## config.mk

```make
export PLATFORM = sky130hd
export DESIGN_NAME = usart_transmitter
export DESIGN_NICKNAME = d
export VERILOG_FILES = /design/src/usart_tx_pkg.sv /design/src/usart_bit_timer.sv /design/src/usart_transmitter.sv
export VERILOG_INCLUDE_DIRS = /design/src /design/src/src
export SDC_FILE = /design/constraint.sdc
export NUM_CORES = 1
export LEC_CHECK = 0
export ABC_AREA = 1
export BUFFER_PORTS_ARGS = -buffer_cell sky130_fd_sc_hd__buf_4
export CORE_ASPECT_RATIO = 0.75
export CORE_MARGIN = 2
export CORE_UTILIZATION = 35
export DETAILED_ROUTE_END_ITERATION = 10
export GPL_ROUTABILITY_DRIVEN = 0
export MAX_ROUTING_LAYER = met4
export SLEW_MARGIN = 15
export SYNTH_ARGS = -nofsm -noshare
export SYNTH_HDL_FRONTEND = slang
export SYNTH_SLANG_ARGS = --single-unit
```

## constraint.sdc

```tcl
create_clock -name clk -period 2.1 [get_ports clk]
set_input_delay 0.42 -clock clk [delete_from_list [all_inputs] [get_ports clk]]
set_output_delay 0.42 -clock clk [all_outputs]
set_load 0.02 [all_outputs]
```

## src/usart_tx_map.svh

```systemverilog
// register offsets, field positions and reset values of the usart transmitter
`ifndef USART_TX_MAP_SVH
`define USART_TX_MAP_SVH

`define UT_OFS_DATA      8'h00
`define UT_OFS_STATUS    8'h04
`define UT_OFS_CONTROL   8'h08
`define UT_OFS_FRAME     8'h0c
`define UT_OFS_BAUD      8'h10

// status register
`define UT_ST_TXC        6
`define UT_ST_EMPTY      5
`define UT_ST_DSPEED     1
// control register
`define UT_CT_TXC_IE     6
`define UT_CT_EMPTY_IE   5
`define UT_CT_TXEN       3
`define UT_CT_NINTH      0
// frame register
`define UT_FR_SYNC       6
`define UT_FR_PAR_EN     5
`define UT_FR_PAR_ODD    4
`define UT_FR_TWO_STOP   3
`define UT_FR_SIZE_HI    2
`define UT_FR_SIZE_LO    0

`define UT_SIZE_9BIT     3'h7
`define UT_FRAME_RESET   8'h06
`define UT_BAUD_RESET    12'h000
`define UT_OVS_NORMAL    4'hf
`define UT_OVS_DOUBLE    4'h7

`endif

```

## src/usart_tx_pkg.sv

```systemverilog
// types shared by the usart transmitter
package usart_tx_pkg;
   typedef enum logic [2:0] {
      ST_IDLE   = 3'h0,
      ST_START  = 3'h1,
      ST_DATA   = 3'h3,
      ST_PARITY = 3'h2,
      ST_STOP1  = 3'h6,
      ST_STOP2  = 3'h7
   } tx_state_t;
endpackage

```

## src/usart_bit_timer.sv

```systemverilog
// bit period tick from baud divisor, double speed or external transfer clock
`timescale 1ns/1ps
`include "usart_tx_map.svh"
module usart_bit_timer (
   input wire logic clk,
   input wire logic rstn,
   input wire logic run,
   input wire logic sync_mode,
   input wire logic double_speed,
   input wire logic [11:0] baud,
   input wire logic external_transfer_clock,
   output logic tick
);
   logic [11:0] pre_q;
   logic [3:0] sub_q;
   logic xck_q;
   logic sub_end;
   logic async_tick;

   assign sub_end = (pre_q == 12'h000);
   assign async_tick = sub_end &&
      (sub_q == (double_speed ? `UT_OVS_DOUBLE : `UT_OVS_NORMAL));
   // synchronous mode shifts on the falling edge of the transfer clock
   assign tick = run && (sync_mode ? (xck_q && !external_transfer_clock) : async_tick);

   always_ff @(posedge clk or negedge rstn) begin
      if (!rstn) begin
         pre_q <= 12'h000;
         sub_q <= 4'h0;
      end else if (!run) begin
         pre_q <= baud;
         sub_q <= 4'h0;
      end else if (sub_end) begin
         pre_q <= baud;
         sub_q <= async_tick ? 4'h0 : sub_q + 4'h1;
      end else begin
         pre_q <= pre_q - 12'h001;
      end
   end

   always_ff @(posedge clk or negedge rstn) begin
      if (!rstn) begin
         xck_q <= 1'b1;
      end else begin
         xck_q <= external_transfer_clock;
      end
   end
endmodule

```

## src/usart_transmitter.sv

```systemverilog
// usart transmit half: wishbone registers, one-deep buffer, frame shifter
// Functional notes
// transmit enable takes over the serial output pin as transmitter output.
// synchronous mode takes over the transfer clock pin and times bits from it.
// writing the data register loads the buffer and starts sending the character.
// buffer moves to shifter when idle or right after the last stop bit.
// shifter sends one whole frame timed by baud, double speed or transfer clock.
// unused upper bits of written data are ignored below eight-bit characters.
// nine-bit characters take the ninth bit from the ninth-bit control bit.
// buffer-empty flag is high when empty, low while data waits.
// software writes zero into the buffer-empty flag position.
// buffer-empty interrupt requested while flag set, enabled and globally enabled.
// writing the data register clears the buffer-empty flag.
// buffer-empty handler must write data or disable that interrupt.
// transmit-complete flag set when frame done and buffer holds nothing new.
// transmit-complete clears when its interrupt executes or by writing one.
// transmit-complete interrupt requested once flag sets, enabled and globally enabled.
// with parity enabled, parity bit goes after data, before first stop.
// clearing transmit enable waits until shifter and buffer are drained.
// once effectively disabled, serial output pin returns to port function.
// parity is xor of data bits, inverted for odd parity.
// one or two stop bits as selected, always high.
// line idles high while no transfer runs.
// frame starts with one low start bit, then data least significant first.
`timescale 1ns/1ps
`include "usart_tx_map.svh"
module usart_transmitter (
   input wire logic clk,
   input wire logic rstn,
   input wire logic wb_cyc_i,
   input wire logic wb_stb_i,
   input wire logic wb_we_i,
   input wire logic [7:0] wb_adr_i,
   input wire logic [3:0] wb_sel_i,
   input wire logic [31:0] wb_dat_i,
   output logic [31:0] wb_dat_o,
   output logic wb_ack_o,
   input wire logic global_irq_enable,
   input wire logic tx_complete_irq_taken,
   output logic irq_buffer_empty,
   output logic irq_tx_complete,
   input wire logic port_out,
   input wire logic port_oe,
   output logic txd_o,
   output logic txd_oe,
   input wire logic external_transfer_clock,
   output logic xck_takeover
);
   logic ack_q;
   logic [31:0] rdat_q;
   logic wr;
   logic wr_data;
   logic wr_status;
   logic [7:0] rd_mux;
   logic txc_q;
   logic dspeed_q;
   logic txc_ie_q;
   logic empty_ie_q;
   logic txen_q;
   logic ninth_q;
   logic [7:0] frame_q;
   logic [11:0] baud_q;
   logic eff_en_q;
   logic [8:0] buf_q;
   logic buf_full_q;
   logic [8:0] shift_q;
   logic [3:0] cnt_q;
   logic par_q;
   logic line_q;
   logic txc_prev_q;
   usart_tx_pkg::tx_state_t state_q;
   logic tick;
   logic [2:0] size;
   logic [3:0] nbits;
   logic [8:0] mask;
   logic load;
   logic frame_end;
   logic txc_set;

   assign size = frame_q[`UT_FR_SIZE_HI:`UT_FR_SIZE_LO];
   always_comb begin
      case (size)
         3'h0: nbits = 4'h5;
         3'h1: nbits = 4'h6;
         3'h2: nbits = 4'h7;
         `UT_SIZE_9BIT: nbits = 4'h9;
         default: nbits = 4'h8;
      endcase
   end
   assign mask = 9'h1ff >> (4'h9 - nbits);

   // wishbone classic slave, one wait state
   assign wr = wb_cyc_i && wb_stb_i && wb_we_i && ack_q;
   assign wr_data = wr && wb_sel_i[0] && (wb_adr_i == `UT_OFS_DATA);
   assign wr_status = wr && wb_sel_i[0] && (wb_adr_i == `UT_OFS_STATUS);
   assign wb_ack_o = ack_q;
   assign wb_dat_o = rdat_q;

   always_comb begin
      case (wb_adr_i)
         `UT_OFS_STATUS: begin
            rd_mux = 8'h00;
            rd_mux[`UT_ST_TXC] = txc_q;
            rd_mux[`UT_ST_EMPTY] = !buf_full_q;
            rd_mux[`UT_ST_DSPEED] = dspeed_q;
         end
         `UT_OFS_CONTROL: begin
            rd_mux = 8'h00;
            rd_mux[`UT_CT_TXC_IE] = txc_ie_q;
            rd_mux[`UT_CT_EMPTY_IE] = empty_ie_q;
            rd_mux[`UT_CT_TXEN] = txen_q;
            rd_mux[`UT_CT_NINTH] = ninth_q;
         end
         `UT_OFS_FRAME: rd_mux = frame_q;
         default: rd_mux = 8'h00;
      endcase
   end

   always_ff @(posedge clk or negedge rstn) begin
      if (!rstn) begin
         ack_q <= 1'b0;
         rdat_q <= 32'h0000_0000;
      end else begin
         ack_q <= wb_cyc_i && wb_stb_i && !ack_q;
         if (wb_cyc_i && wb_stb_i && !ack_q) begin
            if (wb_adr_i == `UT_OFS_BAUD) begin
               rdat_q <= {20'h00000, baud_q};
            end else begin
               rdat_q <= {24'h000000, rd_mux};
            end
         end
      end
   end

   // control and configuration; empty flag position is read-only
   always_ff @(posedge clk or negedge rstn) begin
      if (!rstn) begin
         dspeed_q <= 1'b0;
         txc_ie_q <= 1'b0;
         empty_ie_q <= 1'b0;
         txen_q <= 1'b0;
         ninth_q <= 1'b0;
         frame_q <= `UT_FRAME_RESET;
         baud_q <= `UT_BAUD_RESET;
      end else if (wr) begin
         if (wb_sel_i[0] && wb_adr_i == `UT_OFS_STATUS) begin
            dspeed_q <= wb_dat_i[`UT_ST_DSPEED];
         end
         if (wb_sel_i[0] && wb_adr_i == `UT_OFS_CONTROL) begin
            txc_ie_q <= wb_dat_i[`UT_CT_TXC_IE];
            empty_ie_q <= wb_dat_i[`UT_CT_EMPTY_IE];
            txen_q <= wb_dat_i[`UT_CT_TXEN];
            ninth_q <= wb_dat_i[`UT_CT_NINTH];
         end
         if (wb_sel_i[0] && wb_adr_i == `UT_OFS_FRAME) begin
            frame_q <= {1'b0, wb_dat_i[6:0]};
         end
         if (wb_adr_i == `UT_OFS_BAUD) begin
            if (wb_sel_i[0]) begin
               baud_q[7:0] <= wb_dat_i[7:0];
            end
            if (wb_sel_i[1]) begin
               baud_q[11:8] <= wb_dat_i[11:8];
            end
         end
      end
   end

   // effective enable: set at once, cleared only when drained
   always_ff @(posedge clk or negedge rstn) begin
      if (!rstn) begin
         eff_en_q <= 1'b0;
      end else if (txen_q) begin
         eff_en_q <= 1'b1;
      end else if (state_q == usart_tx_pkg::ST_IDLE && !buf_full_q && !wr_data) begin
         eff_en_q <= 1'b0;
      end
   end

   assign txd_oe = eff_en_q ? 1'b1 : port_oe;
   assign txd_o = eff_en_q ? line_q : port_out;
   assign xck_takeover = eff_en_q && frame_q[`UT_FR_SYNC];

   usart_bit_timer u_timer (
      .clk(clk),
      .rstn(rstn),
      .run(state_q != usart_tx_pkg::ST_IDLE),
      .sync_mode(frame_q[`UT_FR_SYNC]),
      .double_speed(dspeed_q),
      .baud(baud_q),
      .external_transfer_clock(external_transfer_clock),
      .tick(tick)
   );

   assign frame_end = tick && ((state_q == usart_tx_pkg::ST_STOP1 &&
      !frame_q[`UT_FR_TWO_STOP]) || state_q == usart_tx_pkg::ST_STOP2);
   assign load = buf_full_q && eff_en_q &&
      (state_q == usart_tx_pkg::ST_IDLE || frame_end);

   // one-deep transmit buffer
   always_ff @(posedge clk or negedge rstn) begin
      if (!rstn) begin
         buf_q <= 9'h000;
         buf_full_q <= 1'b0;
      end else begin
         if (wr_data) begin
            buf_q <= {ninth_q, wb_dat_i[7:0]} & mask;
            buf_full_q <= 1'b1;
         end else if (load) begin
            buf_full_q <= 1'b0;
         end
      end
   end

   // frame shifter; line_q holds the level of the bit being sent
   always_ff @(posedge clk or negedge rstn) begin
      if (!rstn) begin
         state_q <= usart_tx_pkg::ST_IDLE;
         shift_q <= 9'h000;
         cnt_q <= 4'h0;
         par_q <= 1'b0;
         line_q <= 1'b1;
      end else if (load) begin
         state_q <= usart_tx_pkg::ST_START;
         shift_q <= buf_q;
         cnt_q <= nbits;
         par_q <= (^buf_q) ^ frame_q[`UT_FR_PAR_ODD];
         line_q <= 1'b0;
      end else if (tick) begin
         case (state_q)
            usart_tx_pkg::ST_START, usart_tx_pkg::ST_DATA: begin
               if (cnt_q != 4'h0) begin
                  state_q <= usart_tx_pkg::ST_DATA;
                  line_q <= shift_q[0];
                  shift_q <= shift_q >> 1;
                  cnt_q <= cnt_q - 4'h1;
               end else if (frame_q[`UT_FR_PAR_EN]) begin
                  state_q <= usart_tx_pkg::ST_PARITY;
                  line_q <= par_q;
               end else begin
                  state_q <= usart_tx_pkg::ST_STOP1;
                  line_q <= 1'b1;
               end
            end
            usart_tx_pkg::ST_PARITY: begin
               state_q <= usart_tx_pkg::ST_STOP1;
               line_q <= 1'b1;
            end
            usart_tx_pkg::ST_STOP1: begin
               line_q <= 1'b1;
               state_q <= frame_q[`UT_FR_TWO_STOP] ? usart_tx_pkg::ST_STOP2
                  : usart_tx_pkg::ST_IDLE;
            end
            usart_tx_pkg::ST_STOP2: begin
               line_q <= 1'b1;
               state_q <= usart_tx_pkg::ST_IDLE;
            end
            default: begin
               state_q <= usart_tx_pkg::ST_IDLE;
               line_q <= 1'b1;
            end
         endcase
      end
   end

   // transmit complete: set wins over both clears
   assign txc_set = frame_end && !buf_full_q;
   always_ff @(posedge clk or negedge rstn) begin
      if (!rstn) begin
         txc_q <= 1'b0;
         txc_prev_q <= 1'b0;
      end else begin
         txc_prev_q <= txc_q;
         if (txc_set) begin
            txc_q <= 1'b1;
         end else if (tx_complete_irq_taken ||
                      (wr_status && wb_dat_i[`UT_ST_TXC])) begin
            txc_q <= 1'b0;
         end
      end
   end

   assign irq_buffer_empty = empty_ie_q && !buf_full_q && global_irq_enable;
   assign irq_tx_complete = txc_ie_q && txc_q && global_irq_enable;
endmodule

```

Word-level counts from Yosys, hierarchy flattened
Cells that the tools add are included.
{"block": "totals", "ff_bits": 104, "in_bits": 54, "elab_cells": 134}
{"block": "op_classes", "add_sub_neg": 4, "n_eq_ne": 14, "n_shift": 1, "muxes": 37, "bitwise": 2, "n_reduce_logical": 54}
{"operator": "$mux W12", "count": 3}
{"operator": "$mux W9", "count": 4}
{"operator": "$mux W4", "count": 8}
{"operator": "$logic_and A1 B1 Y1", "count": 26}
{"operator": "$pmux W7 S3", "count": 1}
{"operator": "$eq A8 B4 Y1 const B", "count": 2}
{"operator": "$pmux W4 S4", "count": 1}
{"operator": "$mux W3", "count": 5}
{"operator": "$mux W1", "count": 14}
{"operator": "$logic_not A12 Y1", "count": 1}
{"operator": "$reduce_bool A2 Y1", "count": 6}
{"operator": "$sub A12 B1 Y12 const B", "count": 1}
{"operator": "$and A9 B9 Y9", "count": 1}
{"operator": "$eq A3 B2 Y1 const B", "count": 3}
{"operator": "$eq A3 B3 Y1 const B", "count": 3}
{"operator": "$pmux W3 S3", "count": 1}
{"operator": "$reduce_and A3 Y1", "count": 3}
{"operator": "$reduce_xor A9 Y1", "count": 1}
{"operator": "$shr A9 B4 Y9 const A", "count": 1}
{"operator": "$eq A8 B3 Y1 const B", "count": 1}
{"operator": "$eq A8 B5 Y1 const B", "count": 1}
{"operator": "$logic_not A8 Y1", "count": 1}
{"operator": "$eq A3 B1 Y1 const B", "count": 2}
{"operator": "$logic_not A3 Y1", "count": 2}
{"operator": "other kinds (12)", "count": 20}

Logic depth before layout (Yosys ltp)
{"block": "depth", "word_depth": 10, "mapped_depth": 14, "ltp_nobuf": 14}

Cells and area by module
Synthesis repeated with hierarchy kept, for this count alone.
{"block": "hier_totals", "hier_cells": 584, "area_unflattened_um2": 4644.5}
{"module": "usart_transmitter", "n_inst": 1, "cells_per_inst": 447, "area_each_um2": 3563.4}
{"module": "usart_bit_timer", "n_inst": 1, "cells_per_inst": 137, "area_each_um2": 1081.0}

Worst setup path after synthesis
No wires, ideal clock.
{"block": "synth_path", "path_type": "flip-flop to flip-flop", "from": "register frame_q[0]", "to": "register buf_q[4]", "t_arrival_ps": 1688, "setup_slack_ps": 281, "path_stages_with_launch": 10, "path_buffers": 0, "cell_sequence": "dfrtp_1 > nand2_1 > nand2_1 > a21oi_1 > inv_1 > ha_1 > xor2_1 > inv_1 > o211ai_1 > o21ai_0"}
{"block": "synth_between", "elab_chain_len": 5}
{"item": "start: declaration", "line_no": "usart_transmitter.sv:61", "text": "logic [7:0] frame_q;"}
{"item": "start signal: assignment", "line_no": "usart_transmitter.sv:143", "text": "frame_q <= `UT_FRAME_RESET;"}
{"item": "start signal: assignment", "line_no": "usart_transmitter.sv:156", "text": "frame_q <= {1'b0, wb_dat_i[6:0]};"}
{"item": "$eq A3 B3 Y1 (tied with other cells)", "line_no": "usart_transmitter.sv:82", "text": "case (size)"}
{"item": "$pmux W4 S4 *", "line_no": "usart_transmitter.sv:82"}
{"item": "$sub A4 B4 Y4 *", "line_no": "usart_transmitter.sv:90", "text": "assign mask = 9'h1ff >> (4'h9 - nbits);"}
{"item": "$shr A9 B4 Y9 *", "line_no": "usart_transmitter.sv:90"}
{"item": "$and A9 B9 Y9 *", "line_no": "usart_transmitter.sv:207", "text": "buf_q <= {ninth_q, wb_dat_i[7:0]} & mask;"}
{"item": "end signal: assignment", "line_no": "usart_transmitter.sv:207"}
{"item": "end: declaration", "line_no": "usart_transmitter.sv:64", "text": "logic [8:0] buf_q;"}
Every way passes the cells marked *; elsewhere a longest branch is shown, timed or not.
A chain may end at the register's enable or synchronous reset.

Worst setup path after layout
{"block": "layout_path", "from": "register frame_q[1]", "to": "register buf_q[4]"}
Same word-level chain as after synthesis.

==> run summary <==
Register bit total from synthesis: 84
Final nets: 653
VDD IR-drop max: 0.3559 mV
Combinational fraction of design power: 0.196
Core area: 0.01226 mm²
Num CTS Buffers: 9
Root Driver: clkbuf_16
Worst-path clk slew: 0.06 ns
CP max stage cell: dfstp_2
Chip Height: 100.9 µm
Multiplexer share of the synthesized area: 0.002571
Finish-stage setup viols: 0
Main synth FF type: dfrtp_1
Fmax: 514.7 MHz
Vias after detailed routing: 3593
Post-CTS Repair Setup Buffers: 0
Vias per cell: 4.709
Clock tree sinks: 84
Internal: 3.388 mW
CTS tree: done
Area share of xor/xnor cells in the synthesized design: 0.03599
M1 wire length: 5207 µm
Register area share after synthesis: 0.4810
Clk_lat worst skew: 0.34 ns
Top-count cell post-synth: nand2_1
Diode count: 0
Placed Area: 0.004931 mm²
Initial DRC Count: 245
EDFF count, synth: 0
Drc violations: 0
Hold Slack: 0.01883 ns
Period utilization: 0.9252
Clock tree buffer depth: 2
Flop pwr share: 0.425
DIE WIDTH: 133.2 µm
Synth Area in Compound Gates: 0.1143
Rows: 35
Yosys synthesis warning count: 0
Hold Fails Final Rpt: 0
Synth cell count leaders: 130 x nand2_1, 80 x dfrtp_1, 62 x inv_1
Setup crit end kind: register
Max-slew violations: 0
Initial DRT Pass Iterations: 5
Worst EP required: 2.32 ns
Synth Area in Adders: 0.01999
Syn Area/Cell: 8.265 µm²
Total GRT Usage: 0.1672
Main combinational cell family by area after synthesis: simple AND/OR/NAND/NOR gates
Startpoint Class: register
Tmin final: 1.943 ns
Pin count of the biggest net entering global routing: 53
Hold Path Class: primary input to async pin
Antenna-violating nets left: 0
Standby leakage power: 2.595 nW
Synth Area in Simple Gates: 0.2405
Switching Share: 0.2840
Global route overflow: 0
Area contributors post-synth: dfrtp_1 46%, nand2_1 11%, o21ai_0 5.6%
Final wirelength: 10240 µm
Highest routed layer: met4
# hold bufs at CTS: 0
Hpwl dp: 7865 µm
Net Sw Power: 1.344 mW
Post-CTS Resized: 0
Crit-path most repeated cell: inv_1
Number of port buffers: 49
Layout cells sized above 1: 0.1759
Wirelength per Cell: 13.42 µm
Met3 wire len: 417 µm
CP arrival: 2.16 ns
Die area: 0.01344 mm²
Post-synth ARST share: 1.000
Largest area contributor in the netlist: dfrtp_1
Status: finished clean
Post-synth cell types: 42
Area grow syn2layout: 20.17%
Syn Std Cell Area: 0.004380 mm²
Initial Utilization: 0.3572
Yosys top cell area share: 0.4570
Clock power frac: 0.379
Vias in the first global route: 3477
RSZ-0062 raised after global routing: false
Critical-path cell list: inv_1 -> a21oi_1 -> inv_1 -> ha_1 -> xor2_1 -> inv_1 -> o211ai_1 -> o21ai_0
Setup_tns: 0 ns
Cell count after synthesis: 530
P per Cell Area: 899.0 mW/mm²
Setup Skew: 0.008269 ns
Antenna violations before repair: 0
WS Path Type: register to register
H-tree depth: 3
CP peak stage delay: 0.55 ns
Critical-path maximum fanout: 6
First-pass GRT wire length: 17130 µm
Met2 wire length: 4509 µm
Max-Cap Viols: 0
Final Util: 0.4293
Final Cell Area: 0.005264 mm²
Io pins: 92
-- kinds of logic (layout without fill, tap and decap cells) --
family | count (synthesis) | after routing
XOR/XNOR | 18 | 18
flip-flops | 84 | 84
multiplexers | 1 | 1
AO/OA/AOI/OAI | 92 | 92
other | 1 | 20
AND/OR/NAND/NOR | 231 | 231
adder cells (fa/ha/maj) | 7 | 7
buffers and inverters | 96 | 144
-- area by class of cell --
type / count / area (µm²)
Clock buffer: 11 / 232.7
Clock inverter: 5 / 100.1
Fill cell: 1252 / 6998
Inverter: 65 / 245.2
Multi-Input combinational cell: 369 / 1886
Sequential cell: 84 / 2107
Tap cell: 166 / 207.7
Timing Repair Buffer: 63 / 485.5
-- flip-flops by register name, summed over array words and instances, names as in the netlist, 3 cells and up --
signal         flops
u_timer.sub_q      4
cnt_q              4
shift_q            9
buf_q              9
state_q            3
u_timer.pre_q     12
baud_q            12
wb_dat_o          12
frame_q            7
-- layer usage --
layer | vias up | global-route usage
met2 | 78 | 0.2543
met5 | - | -
met1 | 1708 | 0.2317
li1 | 1800 | -
met4 | 0 | 0.04419
met3 | 7 | 0.03067
-- worst paths after layout --
check | endpoint | slack, ns | depth (start not counted) | start
worst min-delay path | wb_dat_o[4] | 0.02 | 1 | rstn
min in group clk | u_timer.xck_q | 0.20 | 1 | external_transfer_clock
max in group asynchronous | u_timer.xck_q | 1.39 | 2 | rstn
worst min register to register | frame_q[4] | 0.48 | 2 | frame_q[4]
worst max-delay path | buf_q[4] | 0.16 | 8 | frame_q[1]
worst max register to register | buf_q[4] | 0.16 | 8 | frame_q[1]
-- stage by stage --
stage	total power, mW	worst slack [ns]	instances
floorplan	2.701	0.2811	549
global placement	2.929	0.1975	747
detailed placement	2.968	0.1486	747
CTS	4.772	0.1672	763
global route	5.021	0.02077	763
finish	4.732	0.1572	763
-- placed cells by master (no fill, tap or decap), types with 3 or more instances in the layout --
| master | count |
|---|---|
| clkinv_2 | 3 |
| inv_1 | 62 |
| nor2_1 | 30 |
| nand2_2 | 6 |
| or2_2 | 4 |
| a21oi_1 | 15 |
| nand3_1 | 40 |
| a31oi_1 | 6 |
| nand2_1 | 130 |
| xor2_1 | 10 |
| o21ai_1 | 10 |
| dfrtp_1 | 80 |
| xnor2_1 | 8 |
| bufinv_16 | 3 |
| ha_1 | 7 |
| buf_4 | 62 |
| o21ai_0 | 49 |
| nand3_2 | 3 |
| dfstp_2 | 4 |
| clkbuf_16 | 9 |
| nand4_1 | 3 |
| conb_1 | 20 |
-- critical path: cells and delay by family (launching register included) --
| family | cells | cell delay (ns) |
|---|---|---|
| buffers and inverters | 3 | 0.30 |
| AOI/OAI and AO/OA | 3 | 0.38 |
| DFF | 1 | 0.55 |
| xor gates and xnor gates | 1 | 0.41 |
| adders and majority gates | 1 | 0.19 |
-- power by group through the flow --
| stage | sequential [mW] | combinational, mW | clock, mW |
|---|---|---|---|
| finish | 2.01 | 0.928 | 1.79 |
| global route | 2.04 | 1.07 | 1.91 |
| CTS | 2.01 | 0.938 | 1.83 |
| global placement | 2.03 | 0.901 | 0 |
| detailed placement | 2.04 | 0.932 | 0 |
| floorplan | 2.00 | 0.697 | 0 |
Power figures use the tool's default switching activity.
